===== config.mk =====
export PLATFORM = sky130hd
export DESIGN_NAME = dsof_top
export DESIGN_NICKNAME = d
export VERILOG_FILES = /design/src/dsof_flag_eval.v /design/src/dsof_term_mux.v /design/src/dsof_top.v
export VERILOG_INCLUDE_DIRS = /design/src
export SDC_FILE = /design/constraint.sdc
export NUM_CORES = 1
export LEC_CHECK = 0
export ABC_CLOCK_PERIOD_IN_PS = 1900
export BUFFER_PORTS_ARGS = -buffer_cell sky130_fd_sc_hd__buf_2
export CAP_MARGIN = 20
export CORE_MARGIN = 2
export CORE_UTILIZATION = 45
export DETAILED_ROUTE_END_ITERATION = 8
export MAX_ROUTING_LAYER = met4
export PLACE_DENSITY = 0.74
export SLEW_MARGIN = 20
export SYNTH_ARGS = -nofsm -noshare
export SYNTH_HDL_FRONTEND = slang
export SYNTH_SLANG_ARGS = --single-unit

===== constraint.sdc =====
create_clock -name clk -period 1.9 [get_ports clk]
set_input_delay 0.19 -clock clk [delete_from_list [all_inputs] [get_ports clk]]
set_output_delay 0.19 -clock clk [all_outputs]
set_load 0.005 [all_outputs]

===== src/dsof_consts.vh =====
// constant definitions for the drive status output flag block
// assumes inclusion by bare name from every design file of this block
`ifndef DSOF_CONSTS_VH
`define DSOF_CONSTS_VH

// output function codes (hexadecimal)
`define DSOF_FN_START      8'h29
`define DSOF_FN_OVERTEMP   8'h2A
`define DSOF_FN_LOWCUR     8'h2B
`define DSOF_FN_READY      8'h32
`define DSOF_FN_FWD        8'h33
`define DSOF_FN_REV        8'h34
`define DSOF_FN_MAJOR      8'h35

// setting limits
`define DSOF_TEMP_MAX      8'hC8
`define DSOF_LOWCUR_MODE_ANY   2'h0
`define DSOF_LOWCUR_MODE_CONST 2'h1
// level is in tenths of rated current: 18 = 1.8 x rated
`define DSOF_LEVEL_MAX_TENTHS  8'h12

// wishbone register byte offsets
`define DSOF_REG_SEL_LO    6'h00
`define DSOF_REG_SEL_HI    6'h04
`define DSOF_REG_SETTINGS  6'h08
`define DSOF_REG_FLAGS     6'h0C
`define DSOF_REG_IRQ_STAT  6'h10
`define DSOF_REG_IRQ_MASK  6'h14

// flag vector bit positions
`define DSOF_BIT_START     0
`define DSOF_BIT_OVERTEMP  1
`define DSOF_BIT_LOWCUR    2
`define DSOF_BIT_READY     3
`define DSOF_BIT_FWD       4
`define DSOF_BIT_REV       5
`define DSOF_BIT_MAJOR     6
`define DSOF_NFLAGS        7

// trip cause codes that count as hardware failures
`define DSOF_TRIP_CT       8'h0A
`define DSOF_TRIP_CPU      8'h0B
`define DSOF_TRIP_GND      8'h0E
`define DSOF_TRIP_FAN      8'h14
`define DSOF_TRIP_GATE     8'h17
`define DSOF_TRIP_MAIN     8'h19

// reset values of settings
`define DSOF_SEL_RESET     8'h00
`define DSOF_TEMP_RESET    8'h5A
`define DSOF_LEVEL_RESET   8'h00

`endif


===== src/dsof_flag_eval.v =====
// combinational evaluation of the seven status flags
// assumes settings already clamped and inputs synchronous to clk
`timescale 1ns/1ps
`include "dsof_consts.vh"
module dsof_flag_eval (
    // run and drive state
    input  wire       run_present,
    input  wire       ready,
    input  wire       drive_fwd,
    input  wire       drive_rev,
    input  wire       const_speed,
    // measurements
    input  wire [7:0] heatsink_temp,
    input  wire [7:0] out_cur_tenths,
    // settings
    input  wire [7:0] overtemp_threshold_setting,
    input  wire [1:0] low_current_mode_setting,
    input  wire [7:0] low_current_level_setting,
    // trip
    input  wire       trip_active,
    input  wire [7:0] trip_cause,
    // flags
    output reg  [6:0] flags
);
    reg hw_trip; // trip cause is one of the hardware causes
    reg lc_gate; // mode-dependent low-current window

    // flags are pure functions of the present inputs
    always @* begin
        case (trip_cause)
            `DSOF_TRIP_CT, `DSOF_TRIP_CPU, `DSOF_TRIP_GND,
            `DSOF_TRIP_FAN, `DSOF_TRIP_GATE, `DSOF_TRIP_MAIN: hw_trip = 1'b1;
            default: hw_trip = 1'b0;
        endcase
        // mode 01 narrows to constant speed; unknown modes behave as 00
        if (low_current_mode_setting == `DSOF_LOWCUR_MODE_CONST) begin
            lc_gate = const_speed;
        end else begin
            lc_gate = drive_fwd | drive_rev;
        end
        flags = 7'h00;
        flags[`DSOF_BIT_START]    = run_present;
        flags[`DSOF_BIT_OVERTEMP] = heatsink_temp > overtemp_threshold_setting;
        flags[`DSOF_BIT_LOWCUR]   = lc_gate &
                                    (out_cur_tenths <= low_current_level_setting);
        flags[`DSOF_BIT_READY]    = ready;
        flags[`DSOF_BIT_FWD]      = drive_fwd;
        flags[`DSOF_BIT_REV]      = drive_rev;
        flags[`DSOF_BIT_MAJOR]    = trip_active & hw_trip;
    end
endmodule


===== src/dsof_term_mux.v =====
// one output terminal: pick a flag by function code, register it
// assumes flag vector laid out per the bit positions in the header
`timescale 1ns/1ps
`include "dsof_consts.vh"
module dsof_term_mux (
    // clock and reset
    input  wire       clk,
    input  wire       arst_n,
    // selection
    input  wire [7:0] func_sel,
    input  wire [6:0] flags,
    // terminal
    output reg        term_out_r
);
    reg term_nxt; // selected flag

    // decode function code; codes outside this block give low
    always @* begin
        case (func_sel)
            `DSOF_FN_START:    term_nxt = flags[`DSOF_BIT_START];
            `DSOF_FN_OVERTEMP: term_nxt = flags[`DSOF_BIT_OVERTEMP];
            `DSOF_FN_LOWCUR:   term_nxt = flags[`DSOF_BIT_LOWCUR];
            `DSOF_FN_READY:    term_nxt = flags[`DSOF_BIT_READY];
            `DSOF_FN_FWD:      term_nxt = flags[`DSOF_BIT_FWD];
            `DSOF_FN_REV:      term_nxt = flags[`DSOF_BIT_REV];
            `DSOF_FN_MAJOR:    term_nxt = flags[`DSOF_BIT_MAJOR];
            default:           term_nxt = 1'b0;
        endcase
    end

    // registered output, cleared by reset
    always @(posedge clk or negedge arst_n) begin
        if (!arst_n) begin
            term_out_r <= 1'b0;
        end else begin
            term_out_r <= term_nxt;
        end
    end
endmodule


===== src/dsof_top.v =====
// drive status output flags: run-state tracking, wishbone registers,
// interrupt, and six selectable output terminals
// assumes all inputs synchronous to clk, wishbone classic master
//
// Design decisions made here: the Wishbone register port and the register addresses.
`timescale 1ns/1ps
`include "dsof_consts.vh"
module dsof_top (
    // clock and reset
    input  wire        clk,
    input  wire        arst_n,
    // wishbone slave
    input  wire        wb_cyc_i,
    input  wire        wb_stb_i,
    input  wire        wb_we_i,
    input  wire [5:0]  wb_adr_i,
    input  wire [3:0]  wb_sel_i,
    input  wire [31:0] wb_dat_i,
    output reg  [31:0] wb_dat_o,
    output reg         wb_ack_o,
    // run commands and power state
    input  wire        forward_run_command,
    input  wire        reverse_run_command,
    input  wire        main_power_ok,
    input  wire        drive_fault_block,
    input  wire        at_const_speed,
    // measurements
    input  wire [7:0]  heatsink_temp,
    input  wire [7:0]  out_cur_tenths,
    // trip input
    input  wire        trip_active,
    input  wire [7:0]  trip_cause,
    // outputs
    output reg  [4:0]  term_out,
    output reg         alarm_relay_out,
    output reg         drive_fwd_r,
    output reg         drive_rev_r,
    output reg         irq_r
);
    // terminal selectors: 11..15 then alarm relay
    reg  [7:0]  terminal_function_selectors [0:4];
    reg  [7:0]  alarm_relay_function_selector;
    reg  [7:0]  overtemp_threshold_setting;
    reg  [1:0]  low_current_mode_setting;
    reg  [7:0]  low_current_level_setting;
    reg  [1:0]  run_command_source_setting; // stored only, no gating effect
    reg  [6:0]  irq_stat_r;                 // sticky event bits
    reg  [6:0]  irq_mask_r;                 // enable per event
    reg  [6:0]  flags_prev_r;               // for rising-edge events
    wire [6:0]  flags;                      // live flag vector
    wire [5:0]  mux_out;                    // registered terminal values
    reg         ready_nxt;                  // able to accept run commands
    reg         fwd_nxt;
    reg         rev_nxt;
    reg         run_present;
    wire        wb_req;
    wire        wb_wr;
    wire        rd_stat;
    wire [6:0]  rise;
    reg  [31:0] rd_data;
    reg  [7:0]  wr_temp;
    reg  [7:0]  wr_level;
    integer     i;

    // a request is taken once, in the cycle before ack
    assign wb_req  = wb_cyc_i & wb_stb_i & ~wb_ack_o;
    assign wb_wr   = wb_req & wb_we_i;
    assign rd_stat = wb_req & ~wb_we_i & (wb_adr_i == `DSOF_REG_IRQ_STAT);
    assign rise    = flags & ~flags_prev_r;

    // ready needs main power; control supply alone is not enough
    always @* begin
        ready_nxt   = main_power_ok & ~drive_fault_block & ~trip_active;
        // command counts irrespective of the source setting
        run_present = forward_run_command | reverse_run_command;
        fwd_nxt     = 1'b0;
        rev_nxt     = 1'b0;
        if (ready_nxt) begin
            // conflicting directions stop the motor instead of choosing
            if (forward_run_command & ~reverse_run_command) begin
                fwd_nxt = 1'b1;
            end else if (reverse_run_command & ~forward_run_command) begin
                rev_nxt = 1'b1;
            end
        end
    end

    // drive direction state, registered every cycle
    always @(posedge clk or negedge arst_n) begin
        if (!arst_n) begin
            drive_fwd_r <= 1'b0;
            drive_rev_r <= 1'b0;
        end else begin
            drive_fwd_r <= fwd_nxt;
            drive_rev_r <= rev_nxt;
        end
    end

    // flag evaluation uses the registered drive state so that flags
    // reflect what the motor is actually doing
    dsof_flag_eval u_eval (
        .run_present                (run_present),
        .ready                      (ready_nxt),
        .drive_fwd                  (drive_fwd_r),
        .drive_rev                  (drive_rev_r),
        .const_speed                (at_const_speed & (drive_fwd_r | drive_rev_r)),
        .heatsink_temp              (heatsink_temp),
        .out_cur_tenths             (out_cur_tenths),
        .overtemp_threshold_setting (overtemp_threshold_setting),
        .low_current_mode_setting   (low_current_mode_setting),
        .low_current_level_setting  (low_current_level_setting),
        .trip_active                (trip_active),
        .trip_cause                 (trip_cause),
        .flags                      (flags)
    );

    // one selectable terminal per output, relay is the last one
    genvar g;
    generate
        for (g = 0; g < 6; g = g + 1) begin : g_term
            wire [7:0] sel_w;
            if (g < 5) begin : g_io
                assign sel_w = terminal_function_selectors[g];
            end else begin : g_relay
                assign sel_w = alarm_relay_function_selector;
            end
            dsof_term_mux u_mux (
                .clk        (clk),
                .arst_n     (arst_n),
                .func_sel   (sel_w),
                .flags      (flags),
                .term_out_r (mux_out[g])
            );
        end
    endgenerate

    // copy terminals out through a flop stage owned by the top
    always @(posedge clk or negedge arst_n) begin
        if (!arst_n) begin
            term_out        <= 5'h0_0;
            alarm_relay_out <= 1'b0;
        end else begin
            term_out        <= mux_out[4:0];
            alarm_relay_out <= mux_out[5];
        end
    end

    // clamp written threshold and level settings to their legal ranges; mode is stored unclamped
    always @* begin
        wr_temp  = wb_dat_i[7:0];
        wr_level = wb_dat_i[15:8];
        if (wr_temp > `DSOF_TEMP_MAX) begin
            wr_temp = `DSOF_TEMP_MAX;
        end
        if (wr_level > `DSOF_LEVEL_MAX_TENTHS) begin
            wr_level = `DSOF_LEVEL_MAX_TENTHS;
        end
    end

    // register writes; a write takes effect in the cycle before ack
    always @(posedge clk or negedge arst_n) begin
        if (!arst_n) begin
            for (i = 0; i < 5; i = i + 1) begin
                terminal_function_selectors[i] <= `DSOF_SEL_RESET;
            end
            alarm_relay_function_selector <= `DSOF_SEL_RESET;
            overtemp_threshold_setting    <= `DSOF_TEMP_RESET;
            low_current_mode_setting      <= `DSOF_LOWCUR_MODE_ANY;
            low_current_level_setting     <= `DSOF_LEVEL_RESET;
            run_command_source_setting    <= 2'h0;
            irq_mask_r                    <= 7'h00;
        end else if (wb_wr) begin
            case (wb_adr_i)
                `DSOF_REG_SEL_LO: begin
                    for (i = 0; i < 4; i = i + 1) begin
                        if (wb_sel_i[i]) begin
                            terminal_function_selectors[i] <= wb_dat_i[8*i +: 8];
                        end
                    end
                end
                `DSOF_REG_SEL_HI: begin
                    if (wb_sel_i[0]) begin
                        terminal_function_selectors[4] <= wb_dat_i[7:0];
                    end
                    if (wb_sel_i[1]) begin
                        alarm_relay_function_selector <= wb_dat_i[15:8];
                    end
                end
                `DSOF_REG_SETTINGS: begin
                    if (wb_sel_i[0]) begin
                        overtemp_threshold_setting <= wr_temp;
                    end
                    if (wb_sel_i[1]) begin
                        low_current_level_setting <= wr_level;
                    end
                    if (wb_sel_i[2]) begin
                        low_current_mode_setting   <= wb_dat_i[17:16];
                        run_command_source_setting <= wb_dat_i[21:20];
                    end
                end
                `DSOF_REG_IRQ_MASK: begin
                    if (wb_sel_i[0]) begin
                        irq_mask_r <= wb_dat_i[6:0];
                    end
                end
                default: begin
                    // unmapped or read-only: write dropped, still acked
                end
            endcase
        end
    end

    // read mux; unmapped offsets return zero
    always @* begin
        rd_data = 32'h0000_0000;
        case (wb_adr_i)
            `DSOF_REG_SEL_LO:   rd_data = {terminal_function_selectors[3],
                                           terminal_function_selectors[2],
                                           terminal_function_selectors[1],
                                           terminal_function_selectors[0]};
            `DSOF_REG_SEL_HI:   rd_data = {16'h0000, alarm_relay_function_selector,
                                           terminal_function_selectors[4]};
            `DSOF_REG_SETTINGS: rd_data = {10'h000, run_command_source_setting, 2'h0,
                                           low_current_mode_setting,
                                           low_current_level_setting,
                                           overtemp_threshold_setting};
            `DSOF_REG_FLAGS:    rd_data = {25'h000_0000, flags};
            `DSOF_REG_IRQ_STAT: rd_data = {25'h000_0000, irq_stat_r};
            `DSOF_REG_IRQ_MASK: rd_data = {25'h000_0000, irq_mask_r};
            default:            rd_data = 32'h0000_0000;
        endcase
    end

    // one-wait-state ack, dropped the cycle after it is given
    always @(posedge clk or negedge arst_n) begin
        if (!arst_n) begin
            wb_ack_o <= 1'b0;
            wb_dat_o <= 32'h0000_0000;
        end else begin
            wb_ack_o <= wb_req;
            if (wb_req & ~wb_we_i) begin
                wb_dat_o <= rd_data;
            end
        end
    end

    // sticky status: flag rising edges; a read clears, new events win
    always @(posedge clk or negedge arst_n) begin
        if (!arst_n) begin
            irq_stat_r   <= 7'h00;
            flags_prev_r <= 7'h00;
            irq_r        <= 1'b0;
        end else begin
            flags_prev_r <= flags;
            if (rd_stat) begin
                irq_stat_r <= rise;
            end else begin
                irq_stat_r <= irq_stat_r | rise;
            end
            irq_r <= |(irq_stat_r & irq_mask_r);
        end
    end
endmodule


Word-level counts from Yosys, hierarchy flattened
Cells that the tools add are included.
{ "totals": {"romBits": 0, "latchBits": 0, "mem_count": 0, "inputBits": 77, "regBits": 137, "mem_bits_rw": 0, "output_inout_bits": 42} }
{ "op_classes": {"bitwise": 24, "reduce_logical": 13, "addsub": 0, "div": 0, "mul": 0, "mux": 17, "magnitude_cmp": 4, "n_shift": 0, "eq_ne": 54} }
{ "ops": {"columns": ["operator", "count"], "rows": [
  ["== test 8 x 6 -> 1 bit (second input constant)", 42],
  ["one-hot mux 32 bit (6 select lines)", 1],
  ["one-hot mux 1 bit (7 select lines)", 6],
  ["AND reduction 3 bit", 10],
  ["== test 8 x 4 -> 1 bit (second input constant)", 3],
  ["== test 8 x 5 -> 1 bit (second input constant)", 3],
  ["2-to-1 mux 8 bit", 2],
  ["AND 7 bit", 2],
  ["AND 1 bit", 12],
  ["== test 6 x 4 -> 1 bit (second input constant)", 2],
  ["== test 6 x 5 -> 1 bit (second input constant)", 2],
  ["> comparator 8 x 5 -> 1 bit (second input constant)", 1],
  ["> comparator 8 bit", 1],
  ["> comparator 8 bit (second input constant)", 1],
  ["less-or-equal comparator 8 bit", 1],
  ["2-to-1 mux 1 bit", 7],
  ["2-to-1 mux 7 bit", 1],
  ["inverter 7 bit", 1],
  ["bitwise OR 7 bit", 1],
  ["OR reduction 7 bit", 1],
  ["== test 6 x 3 -> 1 bit (second input constant)", 1],
  ["zero test 6 bit", 1],
  ["inverter 1 bit", 6],
  ["OR reduction 6 bit", 1],
  ["other kinds (2)", 3]
]} }

Logic depth before layout (Yosys ltp)
Gate-level depths: netlist of the first run.
{ "logic_depth": {"word_depth": 7, "ltp_mapped": 8, "ltp_nobuf": 8} }

Cells and area by module
From an unflattened synthesis of the first run, not the netlist that was laid out.
{ "unflattened": {"cells_unflattened": 580, "area_unflattened_um2": 6779.0} }
{ "by_module_without_submodules": {"columns": ["mod", "cells_per_inst", "area_each_um2", "seq_area_each_um2", "instances"], "rows": [
  ["dsof_top", 420, 5461.5, 3283.1, 1],
  ["dsof_term_mux", 14, 131.4, 25.0, 6],
  ["dsof_flag_eval", 76, 529.3, 0.0, 1]
]} }

Least setup slack after synthesis of the first run
OpenSTA, ideal clock, no wires.
{ "synth_path": {"path_kind": "register -> register", "start": "register overtemp_threshold_setting[1]", "end": "register g_term[3].u_mux.term_out_r", "arrival_time_ps": 1915, "setup_slack_ps": -141, "stages_incl_launch_ff": 9, "synth_period_minus_slack_ps": 2041, "path_cell_list": "dfstp_2 inv_1 ha_1 nor2b_1 o211ai_1 a21oi_1 o21bai_1 o32ai_1 a221o_1"} }
{ "synth_between": {"elab_chain_cells": 2} }
{ "synth_lines": {"columns": ["element", "line", "text"], "rows": [
  ["start, declared", "dsof_top.v:43", "reg [7:0] overtemp_threshold_setting;"],
  ["start signal, assigned", "dsof_top.v:167", "overtemp_threshold_setting <= `DSOF_TEMP_RESET;"],
  ["start signal, assigned", "dsof_top.v:191", "overtemp_threshold_setting <= wr_temp;"],
  ["> comparator 8 bit", "dsof_flag_eval.v:43", "flags[`DSOF_BIT_OVERTEMP] = heatsink_temp > overtemp_threshold_setting;"],
  ["one-hot mux 1 bit (7 select lines)", "dsof_term_mux.v:19", "case (func_sel)"],
  ["via g_term[3].u_mux.term_nxt", "dsof_term_mux.v:15", "reg term_nxt;"],
  ["end signal, assigned", "dsof_term_mux.v:36", "term_out_r <= term_nxt;"],
  ["end, declared", "dsof_term_mux.v:13", "output reg term_out_r"]
]} }
The timed path passes the listed nets, and every way through them passes these cells.
A chain may end at the register's enable or synchronous reset.

Worst setup path after layout of the first run
Same ends and word-level chain as after synthesis.

==> impl_metrics.env, run 1 <==
export IMPL_status="complete, but fails checks"
export IMPL_violations="setup timing"
export IMPL_synth_edf_count=0
export IMPL_start_kind="flip-flop"
export IMPL_r2r_end="g_term[3].u_mux.term_out_r$_DFF_PN0_"
export IMPL_synth_nets=664
export IMPL_r2r_start="overtemp_threshold_setting[1]$_DFFE_PN1P_"
export IMPL_yosys_area_top_type_share=0.502
export IMPL_die_w_um=125
export IMPL_fmax_mhz=496
export IMPL_clock_skew_ns=0.00510
export IMPL_p_int_mw=5.40
export IMPL_yosys_warnings=0
export IMPL_path_delay_family="compound AO/OA/AOI/OAI gates"
export IMPL_antenna_found_initial=2
export IMPL_max_cap_violations=0
export IMPL_wl_per_cell_um=19.7
export IMPL_wl_um=18300
export IMPL_synthArstFlopShare=1.00
export IMPL_slew_violations=0
export IMPL_placed_cells=882
export IMPL_fin_cells=928
export IMPL_gr_total_overflow=0
export IMPL_combPwrFrac=0.073
export IMPL_htreeDepth=4
export IMPL_ys_seq_area_frac=0.518
export IMPL_grt_pass1_vias=5634
export IMPL_max_slew_margin_rel=0.611
export IMPL_avgSynthCellArea_um2=11.6
export IMPL_pin_count=119
export IMPL_vias=5449
export IMPL_worstSkewPairLatency_ns=0.42
export IMPL_dr_pass1_iters=7
export IMPL_die_y_um=125
export IMPL_p_total_mw=7.00
export IMPL_netlist_area_mm2=0.00663
export IMPL_area_delta_synth_final_pct=26.6
export IMPL_crit_path_max_incr_delay_ns=0.54
export IMPL_post_synth_inst_count=571
export IMPL_setup_viol=6
export IMPL_fin_crit_sh=1.06
export IMPL_worstSetupPathType="flip-flop to flip-flop"
export IMPL_ys_seq_elements=137
export IMPL_dieArea_mm2=0.0157
export IMPL_critPathSlowestCell="dfstp_2"
export IMPL_nets=822
export IMPL_drc=0
export IMPL_final_layout_size_suffix_gt1_frac=0.373
export IMPL_crit_path_end_kind="flip-flop"
export IMPL_ant_nets=0
export IMPL_gp_congestion=0.954
export IMPL_grt_usage=0.244
export IMPL_numPortBuffers=118
export IMPL_worstSetupEndpoint="g_term[3].u_mux.term_out_r$_DFF_PN0_"
export IMPL_power_switching_mw=1.60
export IMPL_ir_worst_vdd_mv=0.441
export IMPL_cts_sinks=137
export IMPL_leakage_nw=4.08
export IMPL_path_clk_slew_ns=0.06
export IMPL_switching_share=0.229
export IMPL_netlist_top_cell_by_area="dfrtp_1"
export IMPL_first_iter_violations=466
export IMPL_cts_max_path_buffers=2
export IMPL_seq_power_share=0.438
export IMPL_synth_common_cells="133 x dfrtp_1, 56 x nand2_1, 42 x mux2_2"
export IMPL_synthFlopType="dfrtp_1"
export IMPL_pwr_share_clk=0.490
export IMPL_r2r_cells=9
export IMPL_cts_tree="built"
export IMPL_cp_depth=9
export IMPL_critical_path_required_ns=2.20
export IMPL_rows=44
export IMPL_startpoint="overtemp_threshold_setting[1]$_DFFE_PN1P_"
export IMPL_grt_max_degree=42
export IMPL_synthMostInstantiatedCell="dfrtp_1"
export IMPL_grt_pass1_wl_um=29200
export IMPL_crit_buf_inv=2
export IMPL_hold_class="input port to flip-flop"
export IMPL_yosys_top_cells_area="dfrtp_1 50%, mux2_2 7.1%, mux2_4 3.8%"
export IMPL_synth_distinct_cells=70
export IMPL_layout_setup_ws_ns=-0.117
export IMPL_hold_viol_final=0
export IMPL_reg2reg_setup_slack_ns=-0.12
export IMPL_period_minus_slack_ns=2.02
export IMPL_via_per_inst=5.87
export IMPL_start_util=0.458
export IMPL_root_buffer="clkbuf_16"
export IMPL_crit_arrival_ns=2.32
export IMPL_cts_made_buffers=17
export IMPL_dp_slack_ns=-0.109
export IMPL_grt_setup_unrepaired="yes"
export IMPL_hpwl_um=13300
export IMPL_powerDensity_mw_per_mm2=834
export IMPL_nFillCells=1200
export IMPL_finalSetupTns_ns=-0.426
export IMPL_cp_cell_sequence="inv_2, ha_4, nor2b_1, o211ai_1, a21oi_1, o21bai_2, buf_12, o32ai_2, a221o_1"
export IMPL_worstMarginPinSlew_ns=0.582
export IMPL_crit_fanout=9
export IMPL_core_mm2=0.0145
[layer usage]
layer / GRT usage / vias to the layer above / wire (um)
li1: - / 2445 / -
met1: 0.298 / 2731 / 7470
met2: 0.396 / 233 / 9100
met3: 0.0531 / 40 / 1230
met4: 0.101 / 0 / 487
met5: - / - / 0
[power by group through the flow]
stage	clock, mW	combinational, mW	sequential [mW]
CTS	3.45	0.500	3.06
floorplan	0	0.194	3.09
finish	3.43	0.508	3.06
detailed placement	0	0.481	3.11
global route	3.59	0.566	3.07
global placement	0	0.459	3.11
[logic make-up (layout without fill, tap and decap cells)]
kind of cell,Yosys count,in the layout,share of synthesized area
and+or+nand+nor,166,166,0.147
muxes,61,61,0.113
buffers and inverters,52,223,0.0385
adders and majority gates,16,16,0.0302
AOI/OAI and AO/OA,139,139,0.153
other,0,2,0
DFF,137,137,0.518
[what timing repair did]
| action | 4_1_cts | 5_1_grt |
|---|---|---|
| setup endpoints to repair | 7 | 16 |
| pin swaps | 2 | 2 |
| hold buffers | 9 | 0 |
| hold endpoints to repair | 71 | 0 |
| resized for setup | 2 | 6 |
| buffers inserted | 0 | 3 |
[area by class of cell]
class,instances,area [um2],area share
flip-flops and latches,137,3430,0.409
multi-input cells,382,3000,0.357
repair buffers,161,1000,0.120
clock buffers,18,429,0.0511
well taps,184,230,0.0274
clock inverters,14,180,0.0215
inverters,30,118,0.0140
diodes,2,5.00,0.000596
[per-stage QoR]
step	area, um2	util	hold slack (ns)
2_1_floorplan	6650	-	-0.106
3_3_place_gp	7620	0.526	0.0817
3_5_place_dp	7620	0.526	0.0840
4_1_cts	8320	0.574	0.000373
5_1_grt	8400	0.580	0.00630
6_report	8400	0.580	0.0106
[state kept, by name, summed over array words and instances, names as in the netlist]
| register | flops |
|---|---|
| g_term.sel_w | 40 |
| wb_dat_o | 32 |
| alarm_relay_function_selector | 8 |
| low_current_level_setting | 8 |
| overtemp_threshold_setting | 8 |
| flags_prev_r | 7 |
| irq_mask_r | 7 |
| irq_stat_r | 7 |
| g_term.u_mux.term_out_r | 6 |
| term_out | 5 |
| low_current_mode_setting | 2 |
| run_command_source_setting | 2 |
| alarm_relay_out | 1 |
| drive_fwd_r | 1 |
| drive_rev_r | 1 |
| irq_r | 1 |
| wb_ack_o | 1 |
[worst min-delay path by stage]
stage,start,endpoint,slack [ns],depth (start not counted)
final,wb_dat_i[28],g_term[3].sel_w[4]$_DFFE_PN0P_,0.01,2
after global routing,wb_dat_i[22],g_term[2].sel_w[6]$_DFFE_PN0P_,0.006,2
after CTS,wb_dat_i[27],g_term[3].sel_w[3]$_DFFE_PN0P_,0.0004,2
after detailed placement,arst_n,g_term[1].sel_w[5]$_DFFE_PN0P_,0.08,1
after global placement,arst_n,alarm_relay_function_selector[5]$_DFFE_PN0P_,0.08,1
after floorplan,arst_n,alarm_relay_function_selector[0]$_DFFE_PN0P_,-0.11,0
[cell usage in the layout (no fill, tap or decap), types with 4 or more instances in the layout]
| cell | instances |
|---|---|
| mux2_4 | 17 |
| a31oi_1 | 9 |
| a22o_1 | 16 |
| a21oi_1 | 18 |
| nor2_1 | 26 |
| clkinvlp_4 | 4 |
| clkinv_2 | 6 |
| nand2b_1 | 4 |
| buf_2 | 117 |
| dfstp_2 | 4 |
| nand4_1 | 8 |
| buf_12 | 5 |
| inv_1 | 27 |
| o21ai_1 | 5 |
| nor2b_1 | 11 |
| nor3b_1 | 7 |
| nand3_1 | 9 |
| and3_1 | 4 |
| a222oi_1 | 21 |
| nand2_1 | 56 |
| a22oi_1 | 11 |
| dlygate4sd3_1 | 9 |
| dfrtp_1 | 133 |
| bufinv_16 | 4 |
| ha_1 | 13 |
| o21ai_0 | 32 |
| buf_4 | 29 |
| mux2_2 | 42 |
| clkbuf_16 | 17 |
Power figures use the tool's default switching activity.
==> run 2: changes to the inputs <==
ABC_CLOCK_PERIOD_IN_PS = 1700   (was 1900)
CORE_MARGIN = 4   (was 2)
clock period = 1.7 ns   (was 1.9 ns; I/O delays follow)
==> impl_metrics.env, run 2 (same netlist as run 1, synthesis figures left out) <==
export IMPL_cts_tree="built"
export IMPL_clock_skew_ns=0.00860
export IMPL_cts_sinks=137
export IMPL_layout_setup_ws_ns=-0.311
export IMPL_nets=855
export IMPL_worstSetupPathType="flip-flop to flip-flop"
export IMPL_root_buffer="clkbuf_16"
export IMPL_rows=44
export IMPL_worstSkewPairLatency_ns=0.42
export IMPL_fin_area_mm2=0.00877
export IMPL_grt_usage=0.244
export IMPL_status="complete, but fails checks"
export IMPL_dr_pass1_iters=6
export IMPL_violations="setup timing"
export IMPL_layout_commonest_cell="dfrtp_1"
export IMPL_ir_worst_vdd_mv=0.638
export IMPL_crit_arrival_ns=2.31
export IMPL_max_cap_violations=0
export IMPL_dp_slack_ns=-0.319
export IMPL_period_minus_slack_ns=2.01
export IMPL_seq_power_share=0.452
export IMPL_cp_cell_sequence="inv_2, ha_4, nor2b_4, o211ai_1, a21oi_2, o21bai_4, buf_12, o32ai_2, a221o_1"
export IMPL_core_mm2=0.0145
export IMPL_final_cell_mix="133 x dfrtp_1, 117 x buf_2, 56 x nand2_1"
export IMPL_dieArea_mm2=0.0167
export IMPL_vias=5657
export IMPL_grt_pass1_wl_um=30300
export IMPL_gr_total_overflow=0
export IMPL_cts_max_path_buffers=2
export IMPL_numPortBuffers=118
export IMPL_drc=0
export IMPL_hold_slack_ns=0.0220
export IMPL_max_slew_margin_rel=0.638
export IMPL_reg2reg_setup_slack_ns=-0.31
export IMPL_path_clk_slew_ns=0.06
export IMPL_largest_reg_flops=40
export IMPL_pwr_share_clk=0.463
export IMPL_worstSetupEndpoint="g_term[3].u_mux.term_out_r$_DFF_PN0_"
export IMPL_via_per_inst=5.92
export IMPL_setup_viol=11
export IMPL_switching_share=0.222
export IMPL_first_iter_violations=461
export IMPL_cts_made_buffers=17
export IMPL_pin_count=119
export IMPL_area_delta_synth_final_pct=32.2
export IMPL_r2r_cells=9
export IMPL_startpoint="overtemp_threshold_setting[1]$_DFFE_PN1P_"
export IMPL_n_antenna_cell=0
export IMPL_wl_per_cell_um=20.1
export IMPL_critical_path_required_ns=1.99
export IMPL_antenna_found_initial=0
export IMPL_final_core_util=0.605
export IMPL_crit_path_end_kind="flip-flop"
export IMPL_r2r_end="g_term[3].u_mux.term_out_r$_DFF_PN0_"
export IMPL_fin_crit_sh=1.18
export IMPL_p_total_mw=7.59
export IMPL_htreeDepth=4
export IMPL_critPathSlowestCell="dfstp_2"
export IMPL_final_layout_size_suffix_gt1_frac=0.409
export IMPL_combPwrFrac=0.085
export IMPL_grt_max_degree=45
export IMPL_worstMarginPinSlew_ns=0.542
export IMPL_hpwl_um=14000
export IMPL_grt_setup_unrepaired="yes"
export IMPL_wl_um=19200
export IMPL_finalSetupTns_ns=-2.22
export IMPL_hold_viol_final=0
export IMPL_fin_cells=956
export IMPL_die_w_um=129
export IMPL_start_kind="flip-flop"
export IMPL_powerDensity_mw_per_mm2=866
export IMPL_r2r_start="overtemp_threshold_setting[1]$_DFFE_PN1P_"
export IMPL_gp_congestion=1.03
export IMPL_start_util=0.458
export IMPL_ant_nets=0
export IMPL_grt_pass1_vias=5809
export IMPL_crit_path_max_incr_delay_ns=0.54
export IMPL_place_area_mm2=0.00778
export IMPL_leakage_nw=4.26
export IMPL_slew_violations=0
export IMPL_crit_fanout=5
export IMPL_fmax_mhz=497
export IMPL_placed_cells=904
export IMPL_die_y_um=129
export IMPL_power_switching_mw=1.69
export IMPL_p_int_mw=5.90
export IMPL_hold_class="input port to flip-flop"
run 2: cell count changes in the layout (fill, tap and decap cells not counted), moves of 5 or more:
cell	delta
buf_4	+22
clkinv_2	-5
clkbuf_1	+5
dlygate4sd3_1	+8
run 2: area by class of cell:
| cell class | count | area, um2 |
|---|---|---|
| flip-flops and latches | 137 | 3430 |
| inverters | 30 | 118 |
| clock buffers | 26 | 489 |
| repair buffers | 194 | 1280 |
| multi-input cells | 382 | 3150 |
| well taps | 184 | 230 |
| fillers | 1143 | 5710 |
| clock inverters | 3 | 65.1 |
run 2: worst max-delay path: cells and delay by family, from the launching register on:
kind / cells / cell delay [ns]
adder cells (fa/ha/maj): 1 / 0.21
buffers and inverters: 2 / 0.20
AO/OA/AOI/OAI: 5 / 0.82
AND/OR/NAND/NOR: 1 / 0.12
flip-flops: 1 / 0.54
run 2: routing by layer:
metal | wire length, um | global-route usage | up-vias
li1 | - | - | 2509
met5 | 0 | - | -
met1 | 7550 | 0.293 | 2825
met4 | 705 | 0.103 | 0
met2 | 9460 | 0.388 | 262
met3 | 1500 | 0.0660 | 61
run 2: power groups by stage:
stage,combinational (mW),clock [mW],sequential [mW]
final,0.648,3.52,3.43
after global routing,0.714,3.74,3.43
after CTS,0.642,3.56,3.43
after detailed placement,0.560,0,3.48
after global placement,0.533,0,3.47
after floorplan,0.217,0,3.46
run 2: worst min path at each step:
stage,slack [ns],from,end,cells after the start
detailed placement,0.12,arst_n,term_out[3]$_DFF_PN0_,1
CTS,0.001,wb_dat_i[16],low_current_mode_setting[0]$_DFFE_PN0P_,2
floorplan,-0.13,arst_n,alarm_relay_function_selector[0]$_DFFE_PN0P_,0
finish,0.02,wb_dat_i[17],g_term[2].sel_w[1]$_DFFE_PN0P_,2
global placement,0.13,arst_n,term_out[3]$_DFF_PN0_,1
global route,0.003,wb_dat_i[17],g_term[2].sel_w[1]$_DFFE_PN0P_,2
run 2: repair_timing:
action,in CTS,in global routing
cloned,1,0
buffers inserted,4,3
resized for setup,29,15
setup endpoints to repair,17,24
hold buffers,17,0
hold endpoints to repair,56,0
pin swaps,15,8
